===== src/common/ctcd_pkg.sv =====
// Constants and types shared by the codec timing command decoder
package ctcd_pkg;
	// Clock and word framing
	localparam int          CLK_PERIOD_NS  = 100;
	localparam int          WORD_BITS      = 16;
	localparam logic [4:0]  LAST_BIT       = 5'h0F;
	// Command selector (low two bits of a word)
	localparam logic [1:0]  SEL_A_DIV      = 2'h0;
	localparam logic [1:0]  SEL_TRIM       = 2'h1;
	localparam logic [1:0]  SEL_B_DIV      = 2'h2;
	localparam logic [1:0]  SEL_CTRL       = 2'h3;
	// Primary word low bits: period adjust and secondary request
	localparam logic [1:0]  PRI_PLAIN      = 2'h0;
	localparam logic [1:0]  PRI_ADD        = 2'h1;
	localparam logic [1:0]  PRI_SUB        = 2'h2;
	localparam logic [1:0]  PRI_SECONDARY  = 2'h3;
	// Field positions inside a secondary word; DAC field of a primary word
	localparam int          XA_MSB = 13, XA_LSB = 9, RA_MSB = 6, RA_LSB = 2;
	localparam int          X6_MSB = 14, X6_LSB = 9, R6_MSB = 7, R6_LSB = 2;
	localparam int          C_HPF = 2, C_LOOP = 3, C_AUX = 4, C_SYNC = 5;
	localparam int          C_GAIN_LSB = 6, C_GAIN_MSB = 7, C_SINX = 9;
	localparam int          C_FLAG10 = 10, C_FLAG11 = 11;
	localparam int          DAC_MSB = 15, DAC_LSB = 2;
	// Reset values
	localparam logic [4:0]  A_DIV_RESET    = 5'h12;
	localparam logic [5:0]  B_DIV_RESET    = 6'h12;
	localparam logic [5:0]  TRIM_RESET     = 6'h01;
	localparam logic [1:0]  GAIN_RESET     = 2'h0;
	// Programming limits
	localparam logic [4:0]  A_MIN_WORD     = 5'h04;
	localparam logic [4:0]  A_MIN_BYTE     = 5'h05;
	localparam logic [4:0]  A_DEAD_MAX     = 5'h01;
	localparam logic [5:0]  B_MIN          = 6'h0F;
	localparam logic [6:0]  WRAP_OFFSET    = 7'h40;
	localparam logic [6:0]  SMALL_MAX      = 7'h01;

	// Decoder states, Gray along primary -> secondary -> primary
	typedef enum logic [1:0] {
		CTCD_PRIMARY   = 2'b00,
		CTCD_SECONDARY = 2'b01,
		CTCD_HALTED    = 2'b11
	} ctcd_state_t;

	// Analog path control bits
	typedef struct packed {
		logic       flag11;
		logic       flag10;
		logic       sinx;
		logic [1:0] gain;
		logic       sync;
		logic       aux;
		logic       loopback;
		logic       hpf;
	} ctcd_ctrl_t;

	localparam ctcd_ctrl_t CTRL_RESET = '{flag11: 1'b0, flag10: 1'b0, sinx: 1'b0,
		gain: GAIN_RESET, sync: 1'b1, aux: 1'b0, loopback: 1'b0, hpf: 1'b1};

	// Timing registers as seen by the period counters
	typedef struct packed {
		logic [4:0] xmit_divider_a;
		logic [4:0] recv_divider_a;
		logic [5:0] xmit_a_trim;
		logic [5:0] recv_a_trim;
		logic [5:0] xmit_divider_b;
		logic [5:0] recv_divider_b;
	} ctcd_timing_t;

	localparam ctcd_timing_t TIMING_RESET = '{xmit_divider_a: A_DIV_RESET,
		recv_divider_a: A_DIV_RESET, xmit_a_trim: TRIM_RESET, recv_a_trim: TRIM_RESET,
		xmit_divider_b: B_DIV_RESET, recv_divider_b: B_DIV_RESET};
endpackage


===== src/rtl/ctcd_decoder.sv =====
// Serial command word decoder for the codec timing and control registers
`timescale 1ns/1ns
// Overview of operation
// [RULE1] Selector 00 loads both 5-bit A dividers
// [RULE2] Selector 01 loads both signed 6-bit trims
// [RULE3] Selector 10 loads both 6-bit B dividers
// [RULE4] Selector 11: high-pass filter and loopback bits
// [RULE5] Control: auxiliary inputs and synchronous mode bits
// [RULE6] Control: two gain bits and sinx filter
// [RULE7] Control: flag pins follow D10, D11
// [RULE8] Reset sets registers for default conversion rates
// [RULE9] Synchronous mode times both sides from transmit
// [RULE10] Host keeps A dividers at 4/5 minimum
// [RULE11] B divider below 15 stops its converter
// [RULE12] Host keeps A plus/minus trim above 1
// [RULE13] A plus/minus trim 0 or 1 loads plain A
// [RULE14] Negative A plus trim wraps modulo 64
// [RULE15] A divider 0 or 1 shuts down device
// [RULE16] A divider too small halts serial port
// [RULE17] Lost communication holds last output value
// [RULE18] Host recovers by reset then reprogramming
// [RULE19] Host keeps output frames at least 40 us apart
// [RULE20] Reset: dividers 18, trims 01 hex
// [RULE21] Reset: documented default control state
// [RULE22] Secondary word follows primary ending 11 only
// [RULE23] Primary low bits pick add, subtract or plain
// [RULE24] Registers change only on complete secondary word
module ctcd_decoder
	import ctcd_pkg::*;
(
	input  wire logic         clock,
	input  wire logic         reset,
	input  wire logic         shift_clock_pin,
	input  wire logic         xmit_frame_sync_n,
	input  wire logic         host_to_codec_serial,
	input  wire logic         word_mode,
	output ctcd_timing_t      timing_regs,
	output ctcd_ctrl_t        analog_path_control,
	output logic              flag_out_ten,
	output logic              flag_out_eleven,
	output logic [13:0]       dac_word,
	output logic [5:0]        xmit_a_period,
	output logic [5:0]        recv_a_period,
	output logic [5:0]        recv_b_period,
	output logic              adc_stopped,
	output logic              dac_stopped,
	output logic              port_halted,
	output logic              shut_down,
	output logic              dac_hold
);

	// Pin synchronisers; first stages feed only second stages
	logic [1:0]   sck_sync_reg;
	logic [1:0]   fs_sync_reg;
	logic [1:0]   dat_sync_reg;
	logic [1:0]   wm_sync_reg;
	logic         sck_last_reg;
	always_ff @(posedge clock or posedge reset) begin
		if (reset) begin
			sck_sync_reg <= 2'h3; // Idle shift clock level, no false edge
			fs_sync_reg  <= 2'h3;
			dat_sync_reg <= 2'h0;
			wm_sync_reg  <= 2'h3;
			sck_last_reg <= 1'b1;
		end else begin
			sck_sync_reg <= {sck_sync_reg[0], shift_clock_pin};
			fs_sync_reg  <= {fs_sync_reg[0], xmit_frame_sync_n};
			dat_sync_reg <= {dat_sync_reg[0], host_to_codec_serial};
			wm_sync_reg  <= {wm_sync_reg[0], word_mode};
			sck_last_reg <= sck_sync_reg[1];
		end
	end

	// Bit strobe on a falling shift clock inside a frame
	wire          sck_fall   = sck_last_reg & ~sck_sync_reg[1];
	wire          bit_strobe = sck_fall & ~fs_sync_reg[1];
	wire          word_sel   = wm_sync_reg[1];

	// Shift register and bit count; byte mode simply spans two frames
	logic [15:0]  shift_reg;
	logic [4:0]   bit_cnt_reg;
	ctcd_state_t  state_reg;
	ctcd_state_t  state_next;
	wire          word_done  = bit_strobe && (bit_cnt_reg == LAST_BIT)
		&& (state_reg != CTCD_HALTED);
	wire [15:0]   word_in    = {shift_reg[14:0], dat_sync_reg[1]};
	wire [1:0]    word_sel_bits = word_in[1:0];
	always_ff @(posedge clock or posedge reset) begin
		if (reset) begin
			shift_reg   <= 16'h0000;
			bit_cnt_reg <= 5'h00;
		end else if (bit_strobe && state_reg != CTCD_HALTED) begin
			shift_reg   <= word_in;
			bit_cnt_reg <= word_done ? 5'h00 : bit_cnt_reg + 5'h01;
		end
	end

	// Word kind decode
	wire          pri_done   = word_done && state_reg == CTCD_PRIMARY;
	wire          sec_done   = word_done && state_reg == CTCD_SECONDARY; // [RULE24]
	wire          ld_a_div   = sec_done && word_sel_bits == SEL_A_DIV;
	wire          ld_trim    = sec_done && word_sel_bits == SEL_TRIM;
	wire          ld_b_div   = sec_done && word_sel_bits == SEL_B_DIV;
	wire          ld_ctrl    = sec_done && word_sel_bits == SEL_CTRL;

	// Fault checks on the live register contents
	ctcd_timing_t tim_reg;
	ctcd_ctrl_t   ctrl_reg;
	wire [4:0]    a_min      = word_sel ? A_MIN_WORD : A_MIN_BYTE; // [RULE16]
	wire          a_too_small = (tim_reg.xmit_divider_a < a_min)
		|| (tim_reg.recv_divider_a < a_min); // [RULE16]
	wire          a_dead     = (tim_reg.xmit_divider_a <= A_DEAD_MAX)
		|| (tim_reg.recv_divider_a <= A_DEAD_MAX); // [RULE15]

	// Sequencer: secondary only after a primary ending 11, halt is final
	always_comb begin
		state_next = state_reg;
		case (state_reg)
			CTCD_PRIMARY: begin
				if (a_too_small)
					state_next = CTCD_HALTED; // [RULE16]
				else if (pri_done && word_sel_bits == PRI_SECONDARY)
					state_next = CTCD_SECONDARY; // [RULE22]
			end
			CTCD_SECONDARY: begin
				if (a_too_small)
					state_next = CTCD_HALTED;
				else if (sec_done)
					state_next = CTCD_PRIMARY;
			end
			CTCD_HALTED: state_next = CTCD_HALTED;
			default: state_next = CTCD_HALTED;
		endcase
	end

	// Register file, written only by complete secondary words
	always_ff @(posedge clock or posedge reset) begin
		if (reset) begin
			state_reg <= CTCD_PRIMARY;
			tim_reg   <= TIMING_RESET; // [RULE8] [RULE20]
			ctrl_reg  <= CTRL_RESET; // [RULE21]
		end else begin
			state_reg <= state_next;
			if (ld_a_div) begin
				tim_reg.xmit_divider_a <= word_in[XA_MSB:XA_LSB]; // [RULE1]
				tim_reg.recv_divider_a <= word_in[RA_MSB:RA_LSB]; // [RULE1]
			end
			if (ld_trim) begin
				tim_reg.xmit_a_trim <= word_in[X6_MSB:X6_LSB]; // [RULE2]
				tim_reg.recv_a_trim <= word_in[R6_MSB:R6_LSB]; // [RULE2]
			end
			if (ld_b_div) begin
				tim_reg.xmit_divider_b <= word_in[X6_MSB:X6_LSB]; // [RULE3]
				tim_reg.recv_divider_b <= word_in[R6_MSB:R6_LSB]; // [RULE3]
			end
			if (ld_ctrl) begin
				ctrl_reg.hpf      <= word_in[C_HPF]; // [RULE4]
				ctrl_reg.loopback <= word_in[C_LOOP]; // [RULE4]
				ctrl_reg.aux      <= word_in[C_AUX]; // [RULE5]
				ctrl_reg.sync     <= word_in[C_SYNC]; // [RULE5]
				ctrl_reg.gain     <= word_in[C_GAIN_MSB:C_GAIN_LSB]; // [RULE6]
				ctrl_reg.sinx     <= word_in[C_SINX]; // [RULE6]
				ctrl_reg.flag10   <= word_in[C_FLAG10]; // [RULE7]
				ctrl_reg.flag11   <= word_in[C_FLAG11]; // [RULE7]
			end
		end
	end

	// Period adjust mode latched from each primary word unless an A divider is 0 or 1
	logic [1:0]   adj_reg;
	logic [13:0]  dac_reg;
	always_ff @(posedge clock or posedge reset) begin
		if (reset) begin
			adj_reg <= PRI_PLAIN;
			dac_reg <= 14'h0000;
		end else if (pri_done && !a_dead) begin
			adj_reg <= word_sel_bits; // [RULE23]
			dac_reg <= word_in[DAC_MSB:DAC_LSB]; // [RULE17]
		end
	end

	// Receive timing source: transmit registers in synchronous mode
	wire [4:0]    rx_a_src   = ctrl_reg.sync ? tim_reg.xmit_divider_a
		: tim_reg.recv_divider_a; // [RULE9]
	wire [5:0]    rx_t_src   = ctrl_reg.sync ? tim_reg.xmit_a_trim
		: tim_reg.recv_a_trim; // [RULE9]
	wire [5:0]    rx_b_src   = ctrl_reg.sync ? tim_reg.xmit_divider_b
		: tim_reg.recv_divider_b; // [RULE9]

	// Trimmed A period with small-value and negative-value handling
	function automatic logic [5:0] ctcd_a_period(input logic [4:0] div,
		input logic [5:0] trim, input logic [1:0] adj);
		logic [6:0] sum;
		sum = 7'h00;
		if (adj == PRI_ADD)
			sum = {2'b00, div} + {trim[5], trim};
		else if (adj == PRI_SUB)
			sum = {2'b00, div} - {trim[5], trim};
		else
			sum = {2'b00, div};
		if (adj == PRI_PLAIN || adj == PRI_SECONDARY)
			ctcd_a_period = {1'b0, div};
		else if (!sum[6] && sum <= SMALL_MAX)
			ctcd_a_period = {1'b0, div}; // [RULE13]
		else if (sum[6])
			ctcd_a_period = 6'(sum + WRAP_OFFSET); // [RULE14]
		else
			ctcd_a_period = sum[5:0];
	endfunction

	wire [5:0]    tx_a_next  = ctcd_a_period(tim_reg.xmit_divider_a, tim_reg.xmit_a_trim,
		adj_reg);
	wire [5:0]    rx_a_next  = ctcd_a_period(rx_a_src, rx_t_src, adj_reg);
	wire          shut_next  = a_dead; // [RULE15]
	wire          halt_next  = state_next == CTCD_HALTED; // [RULE16]

	// Registered outputs
	logic         shut_reg;
	always_ff @(posedge clock or posedge reset) begin
		if (reset) begin
			timing_regs         <= TIMING_RESET;
			analog_path_control <= CTRL_RESET;
			flag_out_ten        <= 1'b0;
			flag_out_eleven     <= 1'b0;
			dac_word            <= 14'h0000;
			xmit_a_period       <= {1'b0, A_DIV_RESET};
			recv_a_period       <= {1'b0, A_DIV_RESET};
			recv_b_period       <= B_DIV_RESET;
			adc_stopped         <= 1'b0;
			dac_stopped         <= 1'b0;
			port_halted         <= 1'b0;
			shut_reg            <= 1'b0;
			dac_hold            <= 1'b0;
		end else begin
			timing_regs         <= tim_reg;
			analog_path_control <= ctrl_reg;
			flag_out_ten        <= ctrl_reg.flag10; // [RULE7]
			flag_out_eleven     <= ctrl_reg.flag11; // [RULE7]
			dac_word            <= dac_reg;
			xmit_a_period       <= tx_a_next;
			recv_a_period       <= rx_a_next;
			recv_b_period       <= rx_b_src;
			adc_stopped         <= tim_reg.xmit_divider_b < B_MIN; // [RULE11]
			dac_stopped         <= tim_reg.recv_divider_b < B_MIN; // [RULE11]
			port_halted         <= halt_next;
			shut_reg            <= shut_reg | shut_next; // [RULE15]
			dac_hold            <= halt_next | shut_reg | shut_next; // [RULE17]
		end
	end
	assign shut_down = shut_reg;
endmodule


===== config.mk =====
export PLATFORM = sky130hd
export DESIGN_NAME = ctcd_decoder
export DESIGN_NICKNAME = d
export VERILOG_FILES = /design/src/common/ctcd_pkg.sv /design/src/rtl/ctcd_decoder.sv
export SDC_FILE = /design/constraint.sdc
export NUM_CORES = 1
export LEC_CHECK = 0
export BUFFER_PORTS_ARGS = -buffer_cell sky130_fd_sc_hd__buf_2
export CAP_MARGIN = 20
export CORE_ASPECT_RATIO = 1.25
export CORE_MARGIN = 2
export CORE_UTILIZATION = 52
export CTS_BUF_LIST = sky130_fd_sc_hd__clkbuf_16
export DETAILED_ROUTE_END_ITERATION = 6
export GPL_ROUTABILITY_DRIVEN = 0
export PLACE_DENSITY = 0.76
export SETUP_SLACK_MARGIN = 0.4
export SYNTH_ARGS = -nofsm -noshare
export SYNTH_HDL_FRONTEND = slang
export SYNTH_SLANG_ARGS = --single-unit

===== constraint.sdc =====
create_clock -name clock -period 5.1 [get_ports clock]
set_input_delay 1.02 -clock clock [delete_from_list [all_inputs] [get_ports clock]]
set_output_delay 1.02 -clock clock [all_outputs]
set_load 0.01 [all_outputs]

## Yosys cells after proc, flatten, opt, wreduce, memory -nomap -nowiden

Cells that the tools add are included.

| word-level totals | value |
|---|---|
| register bits | 170 |
| output and inout port bits | 82 |
| word-level logic and storage cells | 121 |

| cells by class | value |
|---|---|
| reductions and logical operators | 22 |
| add/subtract/negate cells | 7 |
| mux-type cells | 20 |
| bitwise gates (word level) | 7 |
| equality and inequality tests | 10 |
| order comparisons | 8 |

Operator list:

| cell | count |
|---|---|
| $mux 6 | 8 |
| $mux 7 | 4 |
| $add 6x6->7 | 2 |
| $le 7x1->1 const B | 2 |
| $sub 6x6->7 | 2 |
| $logic_and 1x1->1 | 13 |
| $add 6x1->6 const B | 2 |
| $lt 6x4->1 const B | 2 |
| $eq 2x2->1 const B | 5 |
| $le 5x1->1 const B | 2 |
| $lt 5x3->1 | 2 |
| $mux 5 | 2 |
| $mux 2 | 4 |
| $eq 2x1->1 const B | 3 |
| $logic_not 2->1 | 3 |
| $add 5x1->5 const B | 1 |
| $eq 5x4->1 const B | 1 |
| $pmux 2 s2 | 1 |
| $logic_not 1->1 | 3 |
| $logic_or 1x1->1 | 3 |
| $or 1x1->1 | 3 |
| $and 1x1->1 | 2 |
| $ne 2x2->1 const B | 1 |
| $not 1->1 | 2 |
| $mux 1 | 1 |

## Longest topological paths before layout

| logic depth | value |
|---|---|
| depth after elaboration | 13 |
| mapped depth | 12 |
| gate-level depth less buffers | 11 |

## Least setup slack after synthesis

Ideal clock, no wire load.

| timing path | value |
|---|---|
| path type | reg2reg |
| from | register ctrl_reg[3] (netlist bit) |
| to | register recv_a_period[0] |
| arrival time | 3205 ps |
| slack | 1816 ps |
| cell stages (with the launch flop) | 13 |
| path buffers | 2 |
| data required time | 5021 ps |
| period minus slack after synthesis | 3284 ps |
| path through | dfstp_2 buf_6 clkbuf_1 mux2i_1 inv_1 fa_1 nor2b_1 o31ai_1 o221ai_1 a21o_1 a41oi_2 nor2b_4 mux2i_1 |

| on the way | value |
|---|---|
| word-level cells in the longest chain between the ends | 8 |
| elaborated cells between the ends (all ways) | 13 |

Ends and longest elaborated chain:

| element | RTL line | RTL |
|---|---|---|
| from (decl) | ctcd_decoder.sv:108 | `ctcd_ctrl_t ctrl_reg;` |
| $mux 5 or $mux 6 (tied branches) | ctcd_decoder.sv:183, ctcd_decoder.sv:185 |  |
| $sub 6x6->7 | ctcd_decoder.sv:198 | `sum = {2'b00, div} - {trim[5], trim};` |
| $mux 7 | ctcd_decoder.sv:197 | `else if (adj == PRI_SUB)` |
| $mux 7 | ctcd_decoder.sv:195 | `if (adj == PRI_ADD)` |
| $add 6x1->6 (tied with other cells) | ctcd_decoder.sv:206 | `ctcd_a_period = 6'(sum + WRAP_OFFSET);` |
| $mux 6 or $logic_and 1x1->1 (tied branches) | ctcd_decoder.sv:205, ctcd_decoder.sv:203 |  |
| $mux 6 | ctcd_decoder.sv:203 | `else if (!sum[6] && sum <= SMALL_MAX)` |
| $mux 6 * | ctcd_decoder.sv:201 | `if (adj == PRI_PLAIN \|\| adj == PRI_SECONDARY)` |
| via rx_a_next[0] | ctcd_decoder.sv:213 | `wire [5:0] rx_a_next = ctcd_a_period(rx_a_src, rx_t_src, adj_reg);` |
| to (signal assigned) | ctcd_decoder.sv:227 | `recv_a_period <= {1'b0, A_DIV_RESET};` |
| to (signal assigned) | ctcd_decoder.sv:241 | `recv_a_period <= rx_a_next;` |
| to (decl) | ctcd_decoder.sv:43 | `output logic [5:0] recv_a_period,` |

The timed path passes the listed nets; every way through them passes the cells marked *.
A chain may end at the register's enable or synchronous reset.

## Final worst setup path

Ends and elaborated chain as after synthesis.

==> impl_metrics.env <==
export IMPL_p_sw_share_pct=21.68
export IMPL_start_util_pct=53.01
export IMPL_wl_mm=14.60
export IMPL_drv_slew=0
export IMPL_clock_skew_ns=0.007194
export IMPL_grt_met2_usage_pct=36.37
export IMPL_synth_xor_area_share_pct=0.1254
export IMPL_num_nets_final=633
export IMPL_reg2reg_depth=10
export IMPL_synth_nets=541
export IMPL_cts_htree_levels=4
export IMPL_setup_viol_count_final=0
export IMPL_cts_made_buffers=17
export IMPL_numPortBuffers=87
export IMPL_postSynth_asyncResetShare_pct=100.0
export IMPL_worstSkewPairLatency_ns=0.42
export IMPL_slew_limit_headroom_pct=34.59
export IMPL_cp_top_family="compound AO/OA/AOI/OAI gates"
export IMPL_drt_iter0_drc=217
export IMPL_grt_pass1_wl_mm=23.67
export IMPL_grt_overflow_total=0
export IMPL_sequentialPowerShare_pct=52.1
export IMPL_die_h_um=133.6
export IMPL_die_x_um=107.7
export IMPL_fmax_mhz=274.9
export IMPL_cts_tree="done"
export IMPL_crit_fanout=19
export IMPL_min_path_type="flip-flop to flip-flop"
export IMPL_grt_busiest_layer="met2"
export IMPL_met1_usage_pct=27.16
export IMPL_nFillCells=1006
export IMPL_synth_edf_count=0
export IMPL_cts_sinks=170
export IMPL_ys_dominant_reg_cell="dfrtp_1"
export IMPL_cp_depth=10
export IMPL_cp_arrival_ns=3.98
export IMPL_netlist_instances=507
export IMPL_power_frac_clock_pct=46.8
export IMPL_finalNonFillerCells=783
export IMPL_syn_to_final_growth_pct=16.74
export IMPL_vdd_drop_max_mv=0.2303
export IMPL_maxCapViolCount=0
export IMPL_slowest_stage="dfstp_2"
export IMPL_switchingPower_mw=0.5647
export IMPL_path_common_cell="mux2i_1"
export IMPL_worst_slew_pin_slew_ns=0.9775
export IMPL_drc=0
export IMPL_crit_chain="mux2i_1 -> inv_1 -> fa_1 -> nor2b_1 -> o31ai_1 -> o221ai_1 -> a21o_1 -> a41oi_2 -> nor2b_4 -> mux2i_1"
export IMPL_grt_max_degree=171
export IMPL_muxShareOfSynthArea_pct=14.71
export IMPL_ios=88
export IMPL_timing_critical_path_to_type="flip-flop"
export IMPL_syn_area_mm2=0.006983
export IMPL_rsz0062_at_grt="no"
export IMPL_setup_tns_ns=0
export IMPL_clockBufferDepth=2
export IMPL_period_share_pct=71.34
export IMPL_ys_seq_area_share_pct=61.58
export IMPL_diodes=0
export IMPL_power_frac_comb_pct=1.1
export IMPL_vias_per_cell=5.674
export IMPL_vias=4443
export IMPL_p_leak_nw=4.119
export IMPL_dp_cells=750
export IMPL_grt_antenna_before_repair=0
export IMPL_critical_path_class="flip-flop to flip-flop"
export IMPL_drive_above_1_share_pct=41.01
export IMPL_synth_top_family_by_area="multiplexers"
export IMPL_setup_ws_ns=1.462
export IMPL_coreArea_mm2=0.01317
export IMPL_track_usage_pct=21.41
export IMPL_synth_distinct_cells=61
export IMPL_synth_compound_area_share_pct=7.687
export IMPL_clkTransAtPathRegs_ns=0.07
export IMPL_met3_usage_pct=3.963
export IMPL_post_dp_hpwl_mm=9.748
export IMPL_synth_fa_ha_area_share_pct=5.447
export IMPL_ys_ff_latch=170
export IMPL_place_ws_ns=1.528
export IMPL_hold_violations=0
export IMPL_ctsHoldBuffers=0
export IMPL_p_int_mw=2.040
export IMPL_post_cts_buffers=0
export IMPL_post_cts_resized=0
export IMPL_required_ns=5.44
export IMPL_yosysWarnings=0
export IMPL_avgSynthCellArea_um2=13.77
export IMPL_post_drt_wl_per_cell_um=18.64
export IMPL_path_buf_inv=1
export IMPL_synth_simple_area_share_pct=7.579
export IMPL_num_rows=47
export IMPL_p_per_area_mw_per_mm2=319.6
export IMPL_detail_route_antenna_nets=0
export IMPL_critPathMaxStageDelay_ns=0.84
export IMPL_die_area_mm2=0.01438
export IMPL_firstDrtPassIters=5
export IMPL_ctsRootBufferMaster="clkbuf_16"
export IMPL_hold_depth=0
export IMPL_status="finished, final reports clean"
export IMPL_startpoint_type="flip-flop"
export IMPL_fin_crit_ns=3.638
export IMPL_grt_pass1_vias=4555
through the flow:
stage / util (%) / cell area (µm²) / power (mW) / hold WS (ns)
detailed placement: 57.51 / 7576 / 1.411 / 0.3441
floorplan: - / 6987 / 1.401 / 0.3312
global placement: 57.51 / 7576 / 1.410 / 0.3391
finish: 61.88 / 8152 / 2.605 / 0.3536
CTS: 61.80 / 8140 / 2.630 / 0.3555
global route: 61.88 / 8152 / 2.695 / 0.3548
power groups by stage:
stage,combinational [mW],clock [mW],sequential [mW]
CTS,0.0303,1.24,1.36
finish,0.0285,1.22,1.36
detailed placement,0.0304,0,1.38
floorplan,0.0201,0,1.38
global placement,0.0291,0,1.38
global route,0.0346,1.30,1.36
final cells by class:
cell class,count,area [µm²],share of cell area (%)
Multi-Input combinational cell,291,2482,30.45
Tap cell,171,214.0,2.625
Clock inverter,15,138.9,1.704
Clock buffer,17,425.4,5.219
Sequential cell,170,4300,52.76
Timing Repair Buffer,91,481.7,5.909
Inverter,28,108.9,1.335
cell usage in the layout (no fill, tap or decap), drive strengths merged, types with 2 or more instances in the layout:
master | Yosys | routed
a21oi | 15 | 15
inv | 28 | 33
and3 | 2 | 2
fa | 4 | 4
nor2b | 6 | 6
a221o | 5 | 5
or4 | 3 | 3
dfrtp | 133 | 133
nor2 | 20 | 20
nand2b | 10 | 10
clkbuf | 3 | 17
nor3 | 12 | 12
dfstp | 37 | 37
buf | 15 | 91
a211oi | 3 | 3
nor4b | 2 | 2
o2bb2ai | 3 | 3
clkinvlp | 0 | 3
or3 | 4 | 4
nor4 | 2 | 2
and4 | 2 | 2
ha | 24 | 24
clkinv | 0 | 6
or2 | 2 | 2
o221ai | 3 | 3
nor3b | 5 | 5
o31ai | 4 | 4
nand3 | 6 | 6
o2111a | 2 | 2
a211o | 2 | 2
o22ai | 3 | 3
o21ai | 15 | 15
mux2 | 82 | 82
a21o | 5 | 5
mux2i | 10 | 10
nand2 | 18 | 18
routing by layer:
metal,routed length (µm),vias to the layer above
met2,7655,144
met1,5935,2279
met4,362,0
li1,-,1988
met3,644,32
met5,0,-
cells in the mapped netlist (all sizes together), types with 3 or more instances:
master	count	area, µm²
mux2	82	927.1
nand2b	10	65.06
a211oi	3	27.52
dfrtp	133	3328
a21oi	15	75.07
a21o	5	37.54
or3	4	25.02
nor2	20	75.07
clkbuf	3	12.51
fa	4	80.08
nor3b	5	42.54
ha	24	300.3
o21ai	15	75.07
or4	3	22.52
mux2i	10	100.1
nor2b	6	45.04
nor3	12	60.06
nand2	18	67.56
dfstp	37	972.2
nand3	6	30.03
buf	15	82.57
o31ai	4	30.03
a221o	5	50.05
o221ai	3	26.28
o2bb2ai	3	26.28
o22ai	3	18.77
inv	28	105.1
cells by family (layout without fill, tap and decap cells):
group	count (synthesis)	after routing
compound gates	74	74
xor+xnor	1	1
fa+ha+maj	28	28
buf+inv	46	151
flops	170	170
mux	92	92
simple gates	96	96
path summary, 6_finish.rpt:
check / start / endpoint / slack (ns)
worst max-delay path: ctrl_reg[3]$_DFFE_PP1P_ / recv_a_period[0]$_DFF_PP0_ / 1.46
worst min-delay path: wm_sync_reg[0]$_DFF_PP1_ / wm_sync_reg[1]$_DFF_PP1_ / 0.35
worst max register to register: ctrl_reg[3]$_DFFE_PP1P_ / recv_a_period[0]$_DFF_PP0_ / 1.46
worst min register to register: wm_sync_reg[0]$_DFF_PP1_ / wm_sync_reg[1]$_DFF_PP1_ / 0.35
max in group asynchronous: reset / recv_b_period[0]$_DFF_PP0_ / 3.63
min in group asynchronous: reset / tim_reg[32]$_DFFE_PP0P_ / 0.87
Power figures use the tool's default switching activity.
